**src/rtl/secc_pkg.sv**
```systemverilog
/*
 * Constants, carrier types and polynomial helpers for the serial burst ECC/CRC engine.
 * Assumes the engine and its bench refer to every name as secc_pkg::name.
 */
package secc_pkg;

    // ************************************************************
    // Polynomials and widths
    // ************************************************************
    localparam logic [31:0] SECC_ECC_POLY = 32'h140A_0445;
    localparam logic [31:0] SECC_CRC_POLY = 32'h0000_1021;
    localparam logic [31:0] SECC_CRC_MASK = 32'h0000_FFFF;
    localparam logic [31:0] SECC_PRESET = 32'hFFFF_FFFF;
    localparam int SECC_ECC_BITS = 32;
    localparam int SECC_CRC_BITS = 16;
    localparam int SECC_ECC_MSB = 31;
    localparam int SECC_CRC_MSB = 15;

    // ************************************************************
    // Correction spans
    // ************************************************************
    localparam logic [4:0] SECC_SPAN_5 = 5'h05;
    localparam logic [4:0] SECC_SPAN_8 = 5'h08;
    localparam logic [4:0] SECC_SPAN_11 = 5'h0B;
    localparam logic [31:0] SECC_MASK_5 = 32'h0000_001F;
    localparam logic [31:0] SECC_MASK_8 = 32'h0000_00FF;
    localparam logic [31:0] SECC_MASK_11 = 32'h0000_07FF;
    localparam logic [3:0] SECC_EOC_DELAY = 4'hB;

    // ************************************************************
    // Register map
    // ************************************************************
    localparam logic [7:0] SECC_ADDR_CTRL = 8'h00;
    localparam logic [7:0] SECC_ADDR_STATUS = 8'h04;
    localparam logic [7:0] SECC_ADDR_SYNDROME = 8'h08;
    localparam int SECC_CTRL_CLEAR_BIT = 4;
    localparam int SECC_STATUS_STATE_LSB = 8;
    localparam logic [3:0] SECC_CTRL_RESET = 4'h0;

    typedef struct packed {
        logic direction_select;
        logic span_select_1;
        logic span_select_0;
        logic poly_select;
    } secc_cfg_t;

    typedef struct packed {
        logic correction_done_flag;
        logic burst_located_flag;
        logic syndrome_nonzero_flag;
    } secc_flags_t;

    typedef enum logic [5:0] {
        SECC_ST_INIT = 6'b00_0001,
        SECC_ST_TX = 6'b00_0010,
        SECC_ST_RX = 6'b00_0100,
        SECC_ST_POST = 6'b00_1000,
        SECC_ST_SEARCH = 6'b01_0000,
        SECC_ST_BURST_LOCATED_FLAG = 6'b10_0000
    } secc_state_t;

    // ************************************************************
    // Division steps
    // ************************************************************
    function automatic logic [31:0] secc_fwd_step(input logic [31:0] r, input logic din, input logic crc);
        logic fb;
        logic [31:0] s;
        fb = din ^ (crc ? r[SECC_CRC_MSB] : r[SECC_ECC_MSB]);
        s = {r[30:0], 1'b0};
        if (crc) begin
            s = s & SECC_CRC_MASK;
        end
        if (fb) begin
            s = s ^ (crc ? SECC_CRC_POLY : SECC_ECC_POLY);
        end
        return s;
    endfunction

    // Inverse of one zero-input forward step: multiplies by x^-1 modulo the ECC generator
    function automatic logic [31:0] secc_rev_step(input logic [31:0] r);
        logic [31:0] s;
        s = {1'b0, r[31:1]};
        if (r[0]) begin
            s = {1'b1, r[31:1] ^ SECC_ECC_POLY[31:1]};
        end
        return s;
    endfunction

    // Remainder left over by inverted checkbits; removed so good data gives a zero syndrome
    function automatic logic [31:0] secc_residue(input logic crc);
        logic [31:0] r;
        r = 32'h0000_0000;
        for (int i = 0; i < (crc ? SECC_CRC_BITS : SECC_ECC_BITS); i++) begin
            r = secc_fwd_step(r, 1'b1, crc);
        end
        return r;
    endfunction

    localparam logic [31:0] SECC_ECC_RESIDUE = secc_residue(1'b0);
    localparam logic [31:0] SECC_CRC_RESIDUE = secc_residue(1'b1);

endpackage

```
**src/rtl/secc_engine.sv**
```systemverilog
/*
 * Serial burst error detection and correction engine with a classic Wishbone register slave.
 * Assumes serial inputs and gen/shift strobes are driven from logic on clk_i; clear_all_n_i
 * may be asynchronous and is synchronised here.
 */
`timescale 1ns/1ps

module secc_engine (
    // Clock and reset
    input wire logic clk_i,
    input wire logic rst_i,
    // Wishbone slave
    input wire logic wb_cyc_i,
    input wire logic wb_stb_i,
    input wire logic wb_we_i,
    input wire logic [7:0] wb_adr_i,
    input wire logic [3:0] wb_sel_i,
    input wire logic [31:0] wb_dat_i,
    output logic [31:0] wb_dat_o,
    output logic wb_ack_o,
    // Serial channel and strobes
    input wire logic clear_all_n_i,
    input wire logic freeze_state_i,
    input wire logic transmit_gen_shift_i,
    input wire logic receive_gen_shift_i,
    input wire logic correction_gen_shift_i,
    input wire logic tx_serial_in_i,
    input wire logic rx_serial_in_i,
    input wire logic correction_serial_in_i,
    output logic tx_serial_out_o,
    output logic rx_side_serial_out_o,
    // Flags and timing
    output logic syndrome_nonzero_flag_o,
    output logic burst_located_flag_o,
    output logic correction_done_flag_o,
    output logic delayed_clock_out_o
);

    // ************************************************************
    // Declarations
    // ************************************************************
    secc_pkg::secc_cfg_t cfg_reg;
    secc_pkg::secc_flags_t flag_reg;
    secc_pkg::secc_state_t state_reg;
    secc_pkg::secc_state_t state_next;
    logic [31:0] shreg_reg;
    logic [31:0] shreg_next;
    logic [3:0] cnt_reg;
    logic [3:0] cnt_next;
    logic [3:0] eoc_cnt_reg;
    logic tx_out_reg;
    logic tx_out_next;
    logic rx_out_reg;
    logic rx_out_next;
    logic clr_meta_reg;
    logic clr_sync_reg;
    logic soft_clear_reg;
    logic ack_reg;
    logic [31:0] dat_reg;
    logic [31:0] rd_data;
    logic dclk_reg;
    logic clear_now;
    logic crc;
    logic msb;
    logic [4:0] span;
    logic [31:0] span_mask;
    logic [31:0] residue;
    logic [31:0] rev_val;
    logic set_err;
    logic set_burst_located_flag;
    logic bus_req;

    // Burst must end on bit 0, else the clock count would not give the displacement
    function automatic logic fits(input logic [31:0] r, input logic [31:0] m);
        return r[0] && ((r & ~m) == 32'h0000_0000);
    endfunction

    // ************************************************************
    // Clear and configuration decode
    // ************************************************************
    // The pin may be asynchronous; only the second stage is used, so a runt pulse is either
    // caught whole or missed, never half applied.
    always_ff @(posedge clk_i) begin
        if (rst_i) begin
            clr_meta_reg <= 1'b1;
            clr_sync_reg <= 1'b1;
        end else begin
            clr_meta_reg <= clear_all_n_i;
            clr_sync_reg <= clr_meta_reg;
        end
    end

    assign clear_now = rst_i | ~clr_sync_reg | soft_clear_reg;
    assign crc = cfg_reg.poly_select;
    assign residue = crc ? secc_pkg::SECC_CRC_RESIDUE : secc_pkg::SECC_ECC_RESIDUE;
    assign msb = crc ? shreg_reg[secc_pkg::SECC_CRC_MSB] : shreg_reg[secc_pkg::SECC_ECC_MSB];
    assign rev_val = secc_pkg::secc_rev_step(shreg_reg);

    always_comb begin
        // Reserved 1/0 code falls back to the smallest span
        span = secc_pkg::SECC_SPAN_5;
        span_mask = secc_pkg::SECC_MASK_5;
        if (cfg_reg.span_select_0 && cfg_reg.span_select_1) begin
            span = secc_pkg::SECC_SPAN_11;
            span_mask = secc_pkg::SECC_MASK_11;
        end else if (!cfg_reg.span_select_0 && cfg_reg.span_select_1) begin
            span = secc_pkg::SECC_SPAN_8;
            span_mask = secc_pkg::SECC_MASK_8;
        end
    end

    // ************************************************************
    // Engine next state
    // ************************************************************
    always_comb begin
        state_next = state_reg;
        shreg_next = shreg_reg;
        cnt_next = cnt_reg;
        tx_out_next = tx_out_reg;
        rx_out_next = rx_out_reg;
        set_err = 1'b0;
        set_burst_located_flag = 1'b0;
        if (freeze_state_i) begin
            tx_out_next = tx_serial_in_i;
        end else begin
            unique case (state_reg)
                secc_pkg::SECC_ST_INIT: begin
                    if (!cfg_reg.direction_select && transmit_gen_shift_i) begin
                        state_next = secc_pkg::SECC_ST_TX;
                        shreg_next = secc_pkg::secc_fwd_step(shreg_reg, tx_serial_in_i, crc);
                        rx_out_next = tx_serial_in_i;
                    end else if (cfg_reg.direction_select && receive_gen_shift_i) begin
                        state_next = secc_pkg::SECC_ST_RX;
                        shreg_next = secc_pkg::secc_fwd_step(shreg_reg, rx_serial_in_i, crc);
                        tx_out_next = rx_serial_in_i;
                    end
                end
                secc_pkg::SECC_ST_TX: begin
                    if (transmit_gen_shift_i) begin
                        shreg_next = secc_pkg::secc_fwd_step(shreg_reg, tx_serial_in_i, crc);
                        rx_out_next = tx_serial_in_i;
                    end else begin
                        // Zeros shift in behind; the inverted checkbits go out and the host stops after the checkbit count
                        rx_out_next = ~msb;
                        shreg_next = crc ? ({shreg_reg[30:0], 1'b0} & secc_pkg::SECC_CRC_MASK)
                                         : {shreg_reg[30:0], 1'b0};
                    end
                end
                secc_pkg::SECC_ST_RX: begin
                    if (receive_gen_shift_i) begin
                        shreg_next = secc_pkg::secc_fwd_step(shreg_reg, rx_serial_in_i, crc);
                        tx_out_next = rx_serial_in_i;
                    end else begin
                        shreg_next = shreg_reg ^ residue;
                        set_err = (shreg_reg ^ residue) != 32'h0000_0000;
                        state_next = secc_pkg::SECC_ST_POST;
                    end
                end
                secc_pkg::SECC_ST_POST: begin
                    if (!correction_gen_shift_i) begin
                        tx_out_next = msb;
                        shreg_next = crc ? ({shreg_reg[30:0], 1'b0} & secc_pkg::SECC_CRC_MASK)
                                         : {shreg_reg[30:0], 1'b0};
                    end else if (!crc && flag_reg.syndrome_nonzero_flag) begin
                        // Preparation clock also tests the unshifted syndrome (displacement zero)
                        tx_out_next = correction_serial_in_i;
                        state_next = secc_pkg::SECC_ST_SEARCH;
                        if (fits(shreg_reg, span_mask)) begin
                            set_burst_located_flag = 1'b1;
                            state_next = secc_pkg::SECC_ST_BURST_LOCATED_FLAG;
                            tx_out_next = correction_serial_in_i ^ shreg_reg[0];
                            cnt_next = 4'h1;
                        end
                    end
                end
                secc_pkg::SECC_ST_SEARCH: begin
                    tx_out_next = correction_serial_in_i;
                    if (correction_gen_shift_i) begin
                        shreg_next = rev_val;
                        if (fits(rev_val, span_mask)) begin
                            set_burst_located_flag = 1'b1;
                            state_next = secc_pkg::SECC_ST_BURST_LOCATED_FLAG;
                            tx_out_next = correction_serial_in_i ^ rev_val[0];
                            cnt_next = 4'h1;
                        end
                    end
                end
                secc_pkg::SECC_ST_BURST_LOCATED_FLAG: begin
                    if (correction_gen_shift_i) begin
                        tx_out_next = correction_serial_in_i;
                        if (5'(cnt_reg) < span) begin
                            tx_out_next = correction_serial_in_i ^ shreg_reg[cnt_reg];
                            cnt_next = cnt_reg + 4'h1;
                        end
                    end else begin
                        // Pattern leaves top of window first, so short bursts lead with zeros
                        tx_out_next = shreg_reg[span - 5'h01];
                        shreg_next = {shreg_reg[30:0], 1'b0} & span_mask;
                    end
                end
            endcase
        end
    end

    // ************************************************************
    // Engine registers
    // ************************************************************
    always_ff @(posedge clk_i) begin
        if (clear_now) begin
            state_reg <= secc_pkg::SECC_ST_INIT;
            shreg_reg <= secc_pkg::SECC_PRESET;
            cnt_reg <= 4'h0;
        end else begin
            state_reg <= state_next;
            shreg_reg <= shreg_next;
            cnt_reg <= cnt_next;
        end
    end

    always_ff @(posedge clk_i) begin
        if (clear_now) begin
            tx_out_reg <= 1'b0;
            rx_out_reg <= 1'b0;
            dclk_reg <= 1'b0;
        end else begin
            tx_out_reg <= tx_out_next;
            rx_out_reg <= rx_out_next;
            dclk_reg <= 1'b1;
        end
    end

    // ************************************************************
    // Flags
    // ************************************************************
    // Clear wins here: an init discards any event of the same cycle by design
    always_ff @(posedge clk_i) begin
        if (clear_now) begin
            flag_reg <= '0;
            eoc_cnt_reg <= 4'h0;
        end else begin
            if (set_err) begin
                flag_reg.syndrome_nonzero_flag <= 1'b1;
            end
            if (set_burst_located_flag) begin
                flag_reg.burst_located_flag <= 1'b1;
            end
            if (flag_reg.burst_located_flag && !flag_reg.correction_done_flag && !freeze_state_i) begin
                eoc_cnt_reg <= eoc_cnt_reg + 4'h1;
                if (eoc_cnt_reg == secc_pkg::SECC_EOC_DELAY - 4'h1) begin
                    flag_reg.correction_done_flag <= 1'b1;
                end
            end
        end
    end

    // ************************************************************
    // Wishbone slave
    // ************************************************************
    assign bus_req = wb_cyc_i & wb_stb_i;

    always_comb begin
        rd_data = 32'h0000_0000;
        unique case (wb_adr_i)
            secc_pkg::SECC_ADDR_CTRL: rd_data = {28'h000_0000, cfg_reg};
            secc_pkg::SECC_ADDR_STATUS: rd_data = {18'h0_0000, state_reg, 5'h00, flag_reg};
            secc_pkg::SECC_ADDR_SYNDROME: rd_data = shreg_reg;
            default: rd_data = 32'h0000_0000;
        endcase
    end

    // Writes land on the edge where the master sees ack
    always_ff @(posedge clk_i) begin
        if (rst_i) begin
            ack_reg <= 1'b0;
            dat_reg <= 32'h0000_0000;
            cfg_reg <= secc_pkg::SECC_CTRL_RESET;
            soft_clear_reg <= 1'b0;
        end else begin
            ack_reg <= bus_req & ~ack_reg;
            soft_clear_reg <= 1'b0;
            if (bus_req && !ack_reg) begin
                dat_reg <= rd_data;
            end
            if (bus_req && ack_reg && wb_we_i && wb_sel_i[0] && wb_adr_i == secc_pkg::SECC_ADDR_CTRL) begin
                cfg_reg <= wb_dat_i[3:0];
                soft_clear_reg <= wb_dat_i[secc_pkg::SECC_CTRL_CLEAR_BIT];
            end
        end
    end

    assign wb_ack_o = ack_reg;
    assign wb_dat_o = dat_reg;
    assign tx_serial_out_o = tx_out_reg;
    assign rx_side_serial_out_o = rx_out_reg;
    assign syndrome_nonzero_flag_o = flag_reg.syndrome_nonzero_flag;
    assign burst_located_flag_o = flag_reg.burst_located_flag;
    assign correction_done_flag_o = flag_reg.correction_done_flag;
    assign delayed_clock_out_o = dclk_reg;

    // ************************************************************
    // Assertions
    // ************************************************************
    AST_ERR_STICKY: assert property (@(posedge clk_i) disable iff (clear_now)
        flag_reg.syndrome_nonzero_flag |=> flag_reg.syndrome_nonzero_flag)
        else $error("syndrome flag dropped without clear");

    AST_BURST_LOCATED_FLAG_STICKY: assert property (@(posedge clk_i) disable iff (clear_now)
        flag_reg.burst_located_flag |=> flag_reg.burst_located_flag)
        else $error("burst located flag dropped without clear");

    AST_EOC_LATE: assert property (@(posedge clk_i) disable iff (clear_now)
        $rose(flag_reg.correction_done_flag) |-> $past(flag_reg.burst_located_flag, 11))
        else $error("correction done came too soon");

    AST_EOC_NOT_EARLY: assert property (@(posedge clk_i) disable iff (clear_now)
        $rose(flag_reg.burst_located_flag) |-> !flag_reg.correction_done_flag [*8])
        else $error("correction done rose with located flag");

    AST_FREEZE_PASS: assert property (@(posedge clk_i) disable iff (clear_now)
        freeze_state_i |=> tx_serial_out_o == $past(tx_serial_in_i))
        else $error("frozen tx output not passing input");

    AST_FREEZE_HOLD: assert property (@(posedge clk_i) disable iff (clear_now)
        freeze_state_i |=> $stable(shreg_reg) && $stable(state_reg) && $stable(flag_reg))
        else $error("state moved while frozen");

    AST_CRC_NO_SEARCH: assert property (@(posedge clk_i) disable iff (clear_now)
        (state_reg == secc_pkg::SECC_ST_POST && crc)
        |=> state_reg != secc_pkg::SECC_ST_SEARCH && state_reg != secc_pkg::SECC_ST_BURST_LOCATED_FLAG)
        else $error("CRC mode entered search");

    AST_INIT_WAIT: assert property (@(posedge clk_i) disable iff (clear_now)
        (state_reg == secc_pkg::SECC_ST_INIT && !transmit_gen_shift_i && !receive_gen_shift_i)
        |=> state_reg == secc_pkg::SECC_ST_INIT && shreg_reg == secc_pkg::SECC_PRESET)
        else $error("left initial state without gen strobe");

    AST_TX_ECHO: assert property (@(posedge clk_i) disable iff (clear_now)
        (state_reg == secc_pkg::SECC_ST_TX && transmit_gen_shift_i && !freeze_state_i)
        |=> rx_side_serial_out_o == $past(tx_serial_in_i))
        else $error("transmit data not echoed");

    AST_TX_INVERT: assert property (@(posedge clk_i) disable iff (clear_now)
        (state_reg == secc_pkg::SECC_ST_TX && !transmit_gen_shift_i && !freeze_state_i && !crc)
        |=> rx_side_serial_out_o == !$past(shreg_reg[secc_pkg::SECC_ECC_MSB]))
        else $error("checkbit not inverted");

    AST_RX_LATCH: assert property (@(posedge clk_i) disable iff (clear_now)
        (state_reg == secc_pkg::SECC_ST_RX && !receive_gen_shift_i && !freeze_state_i)
        |=> state_reg == secc_pkg::SECC_ST_POST
            && flag_reg.syndrome_nonzero_flag == (shreg_reg != 32'h0000_0000))
        else $error("error flag not latched on receive end");

    AST_BUS_ACK: assert property (@(posedge clk_i) disable iff (rst_i)
        (bus_req && !wb_ack_o) |=> wb_ack_o ##1 !wb_ack_o)
        else $error("bus ack not a single cycle after request");

endmodule // secc_engine

```
**config.mk**
```make
export PLATFORM = sky130hd
export DESIGN_NAME = secc_engine
export DESIGN_NICKNAME = d
export VERILOG_FILES = /design/src/rtl/secc_pkg.sv /design/src/rtl/secc_engine.sv
export SDC_FILE = /design/constraint.sdc
export NUM_CORES = 1
export LEC_CHECK = 0
export BUFFER_PORTS_ARGS = -buffer_cell sky130_fd_sc_hd__buf_2
export CAP_MARGIN = 30
export CORE_UTILIZATION = 24
export CTS_BUF_LIST = sky130_fd_sc_hd__clkbuf_4 sky130_fd_sc_hd__clkbuf_8
export DETAILED_ROUTE_END_ITERATION = 10
export SLEW_MARGIN = 40
export SYNTH_ARGS = -nofsm -noshare
export SYNTH_HDL_FRONTEND = slang
export SYNTH_SLANG_ARGS = --single-unit
```
**constraint.sdc**
```tcl
create_clock -name clk_i -period 4.7 [get_ports clk_i]
set_input_delay 0 -clock clk_i [delete_from_list [all_inputs] [get_ports clk_i]]
set_output_delay 0 -clock clk_i [all_outputs]
set_load 0.01 [all_outputs]
```
==> impl_metrics.csv, run 1 <==
group,metric,value,unit
status,status,"finished, final reports clean",
pwr,peakVddDrop,128,uV
logic_synthesis,syn_inst,666,
die,die-width,153,um
timing,post-route-min-period,3.23,ns
placed_design,hpwl,12400,um
clocking,htreeDepth,3,
pwr,cellPowerDensity,272,nW/um2
timing,slew_violations,0,
worst_setup_path,cp-start-kind,"register",
logic_synthesis,synth_edf_count,0,
worst_setup_path,timing.rr.start,"state_reg[3]$_SDFFE_PN0P_",
logic_synthesis,synth_common_cells,"92 x dfxtp_1, 73 x nor2_1, 56 x clkbuf_1",
drt,vias,5419,
clocking,clk_latency,0.40,ns
timing,hold_violations,0,
placed_design,gp_congestion,0.890,
timing,period_share,68.7,%
die,io_pins,96,
timing,slew_headroom,41.7,%
drt,wirelength,17600,um
timing,setup_viol,0,
clocking,cts-root-buf,"clkbuf_8",
clocking,cts_setup_buffers,0,
drt,ant_nets,0,
drt,drtPass1Iterations,5,
placed_design,port_buffers,65,
clocking,cts.path.max_buffers,2,
clocking,cts-buffers-inserted,9,
grt,antenna_found_initial,2,
logic_synthesis,yosys-top-cells-area,"dfxtp_1 34%, a22oi_1 6.6%, nor2_1 5.0%",
grt,grt_overflow,0,
grt,grt_max_degree,43,
die,design.core.area,22100,um2
logic_synthesis,synth_fp_nets,739,
clocking,cts-resized-gates,0,
placed_design,placed_area,5970,um2
worst_setup_path,critPathLaunch,"state_reg[3]$_SDFFE_PN0P_",
pwr,p_leak,2.43,nW
timing,fin_tns_setup,0,ns
grt,first_global_vias,5136,
pwr,p_seq_share,51.7,%
logic_synthesis,avgSynthCellArea,8.21,um2
drt,avgViaCountPerCell,5.54,
layout,fillCellCount,2352,
timing,clock_skew,0.0121,ns
logic_synthesis,synth_top_area_cell,"dfxtp_1",
logic_synthesis,netlist_area,5470,um2
timing,rsz0062_at_grt,"false",
timing,tightest_slew,0.874,ns
logic_synthesis,synth_top_cell_area_share,33.7,%
worst_setup_path,path_cells,"nor2b_1 > o311ai_0 > nand3_1 > o21ai_0 > a22oi_1 > a22oi_1",
pwr,combPwrFrac,15.8,%
logic_synthesis,synthArstFlopShare,0,%
run,drv_cap,0,
die,fp.dieArea,23400,um2
layout,layout-drive-gt1-share,15.8,%
pwr,switching_power,567,uW
clocking,cts_sinks,92,
pwr,p_int,1.13,mW
worst_setup_path,reg2reg_depth,6,
worst_setup_path,cpPeakStageDelay,0.81,ns
die,core.rowCount,54,
worst_setup_path,arrival,3.54,ns
worst_setup_path,crit_fanout,13,
pwr,p_sw_share,33.4,%
grt,grt_usage,15.1,%
logic_synthesis,synth_ff_type,"dfxtp_1",
pwr,p_clk_share,32.5,%
worst_setup_path,ff2ff_setup_slack,1.47,ns
logic_synthesis,synth_most_common_cell,"dfxtp_1",
layout,area_delta_synth_final,14.2,%
logic_synthesis,yosysUniqueCellTypes,68,
clocking,clk_pin_slew,0.11,ns
timing,hold_ws,0.0952,ns
drt,wl_per_cell,18.0,um
grt,grt_pass1_wl,28500,um
worst_setup_path,rr_endpoint,"shreg_reg[28]$_SDFFE_PN1P_",
worst_setup_path,cp_common_cell,"a22oi_1",
drt,drtIter0Drc,543,
timing,clock.fmax,310,MHz
logic_synthesis,yosysSeqAreaShare,33.7,%
worst_setup_path,path_class,"register to register",
logic_synthesis,yosys_warnings,0,
die,initial_core_util,24.8,%
worst_setup_path,cp-end-kind,"register",
layout,nets,766,
drt,drc,0,
die,die_h,153,um
worst_setup_path,cp-endpoint,"shreg_reg[28]$_SDFFE_PN1P_",
logic_synthesis,ys_ff_latch,92,
hold_path,min_path_type,"primary input to register",
worst_setup_path,crit_slowest_cell,"o21ai_0",
clocking,postCtsHoldBufs,7,
worst_setup_path,cp.required,5.01,ns
clocking,cts_tree,"built",
layout,final_area,6250,um2
## metrics by stage
step	worst slack (ns)	cells	utilization (%)	total power [mW]
2_1_floorplan	1.63	666	-	1.07
3_3_place_gp	1.47	955	27.0	1.15
3_5_place_dp	1.45	955	27.0	1.15
4_1_cts	1.41	978	28.3	1.71
5_1_grt	1.21	978	28.3	1.78
6_report	1.47	979	28.3	1.70
## worst max-delay path, delay by kind of cell (launching register included)
kind / cells / cell delay [ns]
AOI/OAI and AO/OA: 4 / 1.90
and+or+nand+nor: 2 / 0.67
DFF: 1 / 0.58
## worst min path at each step
stage | from | end | slack (ns) | cells after the start
after CTS | freeze_state_i | rx_side_serial_out_o$_SDFFE_PN0P_ | 0.07 | 4
after global placement | clear_all_n_i | clr_meta_reg$_SDFF_PP1_ | 0.20 | 2
after floorplan | clear_all_n_i | clr_meta_reg$_SDFF_PP1_ | 0.10 | 1
final | correction_gen_shift_i | burst_located_flag_o$_SDFFE_PN0P_ | 0.1 | 3
after global routing | correction_gen_shift_i | burst_located_flag_o$_SDFFE_PN0P_ | 0.09 | 3
after detailed placement | clear_all_n_i | clr_meta_reg$_SDFF_PP1_ | 0.20 | 2
## cells in the final DEF (no fill, tap or decap), types with 5 or more instances in the layout
cell,netlist,layout
xor2_1,10,10
mux2i_1,18,18
xnor2_1,13,13
o221ai_1,5,5
a222oi_1,9,9
nand2b_1,7,7
dfxtp_1,92,92
nor2b_1,10,10
a21oi_1,31,31
o21ai_0,20,20
nand3_1,5,5
a31oi_1,7,7
nand4_1,5,5
nand2_1,47,47
inv_1,16,16
nor4_1,10,10
a211oi_1,7,7
clkbuf_8,0,9
or4_1,10,10
nor3_1,24,24
buf_2,1,65
ha_1,16,16
nor2_1,73,72
a22oi_1,48,48
or2_2,6,6
buf_4,0,9
o211ai_1,25,25
dlygate4sd3_1,0,7
o31ai_1,11,11
## cell families (layout without fill, tap and decap cells)
family / count (synthesis) / count (layout) / share of synthesized area (%)
compound gates: 208 / 208 / 27.9
simple gates: 223 / 223 / 20.3
other cells: 0 / 1 / 0
fa+ha+maj: 16 / 16 / 3.66
xor+xnor: 23 / 23 / 3.68
buf+inv: 81 / 113 / 5.58
flops: 92 / 92 / 33.7
mux: 23 / 23 / 5.22
## metal layers
metal	share of wire (%)	vias up	track usage, %
met1	45	2606	20.2
li1	-	2559	-
met3	7.3	30	2.58
met2	46	222	24.6
met5	0.045	-	0
met4	1.6	2	5.34
## area by class of cell
cell class / instances / area [um2] / share of cell area (%)
antenna: 1 / 2.50 / 0.0401
tap: 280 / 350 / 5.61
clock inverter: 7 / 73.8 / 1.18
sequential: 92 / 1840 / 29.5
clock buffer: 9 / 124 / 1.98
multi-input combinational: 493 / 3330 / 53.3
timing repair buffer: 81 / 463 / 7.41
inverter: 16 / 60.1 / 0.961
## power groups by stage
stage | combinational, mW | sequential [mW] | clock, mW
after global placement | 0.256 | 0.893 | 0
final | 0.268 | 0.878 | 0.551
after detailed placement | 0.260 | 0.893 | 0
after floorplan | 0.214 | 0.851 | 0
after CTS | 0.266 | 0.876 | 0.570
after global routing | 0.298 | 0.883 | 0.600
Note: power is estimated with default switching activity, not from simulation.
==> run 2: changes to the inputs <==
clock period = 3.05 ns   (was 4.7 ns; I/O delays follow)
==> impl_metrics.csv, run 2 (synthesis gave the netlist of run 1 again) <==
group,metric,value,unit
worst_setup_path,cp-end-kind,"register",
pwr,cellPowerDensity,406,nW/um2
die,die_h,153,um
timing,tightest_slew,0.779,ns
run,drv_cap,0,
hold_path,hp-start,"tx_serial_in_i",
drt,wirelength,18500,um
worst_setup_path,crit_slowest_cell,"or4_1",
worst_setup_path,timing.rr.start,"shreg_reg[14]$_SDFFE_PN1P_",
drt,drtPass1Iterations,8,
timing,fin_tns_setup,0,ns
timing,period_share,97.7,%
grt,grt_pass1_wl,29700,um
drt,wl_per_cell,18.0,um
clocking,clk_latency,0.40,ns
timing,slew_violations,0,
clocking,cts-buffers-inserted,9,
drt,ant_nets,0,
hold_path,min_path_type,"primary input to register",
clocking,htreeDepth,3,
drt,drtIter0Drc,536,
clocking,cts_sinks,92,
timing,clock_skew,0.0118,ns
drt,vias,5605,
grt,first_global_vias,5280,
clocking,cts-root-buf,"clkbuf_8",
placed_design,placed_area,6350,um2
die,die-width,153,um
die,design.core.area,22100,um2
worst_setup_path,cpPeakStageDelay,0.62,ns
worst_setup_path,arrival,3.31,ns
worst_setup_path,path_cells,"nor4_1 > o2111ai_1 > or4_1 > a221o_1 > or4_1 > a21oi_1",
placed_design,hpwl,13600,um
drt,drc,0,
worst_setup_path,cp-start-kind,"register",
worst_setup_path,rr_endpoint,"cnt_reg[2]$_SDFFE_PN0P_",
placed_design,gp_congestion,0.942,
grt,antenna_found_initial,1,
timing,hold_ws,0.106,ns
hold_path,worstHoldPathCells,3,
grt,grt_usage,16.1,%
pwr,peakVddDrop,183,uV
hold_path,hold_end,"tx_serial_out_o$_SDFFE_PN0P_",
timing,clock.fmax,336,MHz
layout,final_area,6630,um2
layout,area_delta_synth_final,21.1,%
layout,layout-drive-gt1-share,21.2,%
pwr,p_leak,2.66,nW
timing,hold_violations,0,
placed_design,port_buffers,65,
clocking,clk_pin_slew,0.11,ns
drt,avgViaCountPerCell,5.45,
grt,grt_overflow,0,
worst_setup_path,reg2reg_depth,6,
timing,rsz0062_at_grt,"false",
worst_setup_path,path_class,"register to register",
clocking,cts-resized-gates,0,
status,status,"finished, final reports clean",
layout,seqCellArea,1840,um2
die,core.rowCount,54,
timing,slew_headroom,48.1,%
timing,post-route-min-period,2.98,ns
layout,multi_input_area,3330,um2
grt,grt_max_degree,43,
clocking,cts_tree,"built",
layout,fillCellCount,2333,
worst_setup_path,ff2ff_setup_slack,0.07,ns
layout,mostFrequentLayoutCell,"dfxtp_1",
worst_setup_path,cp_common_cell,"or4_1",
die,initial_core_util,24.8,%
layout,final_cell_mix,"92 x dfxtp_1, 72 x nor2_1, 65 x buf_2, 57 x buf_4, 48 x a22oi_1",
die,io_pins,96,
worst_setup_path,crit_fanout,8,
timing,setup_viol,0,
layout,nets,815,
worst_setup_path,cp.required,3.38,ns
die,fp.dieArea,23400,um2
clocking,cts.path.max_buffers,2,
run 2: cell types whose count changed in the layout (fill, tap and decap cells not counted):
cell,before,now
a2111o_1,0,1
buf_12,0,1
a2111o_2,1,0
buf_4,9,57
a2111oi_0,0,1
a2111oi_1,1,0
run 2: per-stage QoR:
step	std cells	utilization [%]	setup WS, ns	power (mW)
3_5_place_dp	1004	28.8	0.162	1.85
5_1_grt	1027	30.0	0.000370	2.82
6_report	1028	30.0	0.0701	2.69
4_1_cts	1027	30.0	0.120	2.71
3_3_place_gp	1004	28.8	0.134	1.84
2_1_floorplan	666	-	0.117	1.64
run 2: cell type report:
class	count	area share (%)
Tap cell	280	5.29
Clock buffer	9	1.87
Timing Repair Buffer	130	12.7
Clock inverter	7	1.11
Inverter	16	0.907
Multi-Input combinational cell	493	50.3
Sequential cell	92	27.8
Antenna cell	1	0.0378
run 2: worst max path at each step:
stage                                from                                    to  slack (ns)  depth (start not counted)
6_report       shreg_reg[14]$_SDFFE_PN1P_               cnt_reg[2]$_SDFFE_PN0P_        0.07                          6
5_1_grt        shreg_reg[14]$_SDFFE_PN1P_               cnt_reg[2]$_SDFFE_PN0P_      0.0004                          6
4_1_cts        shreg_reg[14]$_SDFFE_PN1P_               cnt_reg[3]$_SDFFE_PN0P_        0.12                          6
3_5_place_dp   shreg_reg[14]$_SDFFE_PN1P_               cnt_reg[2]$_SDFFE_PN0P_        0.16                          6
3_3_place_gp   shreg_reg[13]$_SDFFE_PN1P_               cnt_reg[3]$_SDFFE_PN0P_        0.13                          7
2_1_floorplan            crc$_SDFFE_PP0P_  syndrome_nonzero_flag_o$_SDFFE_PN0P_        0.12                          9
run 2: timing repair:
action,4_1_cts,5_1_grt
hold buffers,7,0
setup buffers,0,0
endpoints found under the hold margin,7,0
run 2: critical path, delay by kind of cell, from the launching register on:
kind,cells,cell delay (ns)
and+or+nand+nor,3,1.63
DFF,1,0.33
AOI/OAI and AO/OA,3,0.95
run 2: where the power goes:
part / switching, mW / internal [mW] / total [mW] / leakage (nW)
Combinational: 0.312 / 0.225 / 0.537 / 1.81
Sequential: 0.0538 / 1.25 / 1.30 / 0.748
Clock: 0.529 / 0.325 / 0.854 / 0.101
Total: 0.895 / 1.80 / 2.69 / 2.66
run 2: layer usage:
| metal | vias up | wire length [um] | GRT usage, % |
|---|---|---|---|
| met2 | 221 | 8330 | 25.1 |
| met5 | - | 0 | 0 |
| li1 | 2669 | - | - |
| met4 | 0 | 440 | 7.07 |
| met1 | 2683 | 8420 | 21.5 |
| met3 | 32 | 1350 | 3.26 |
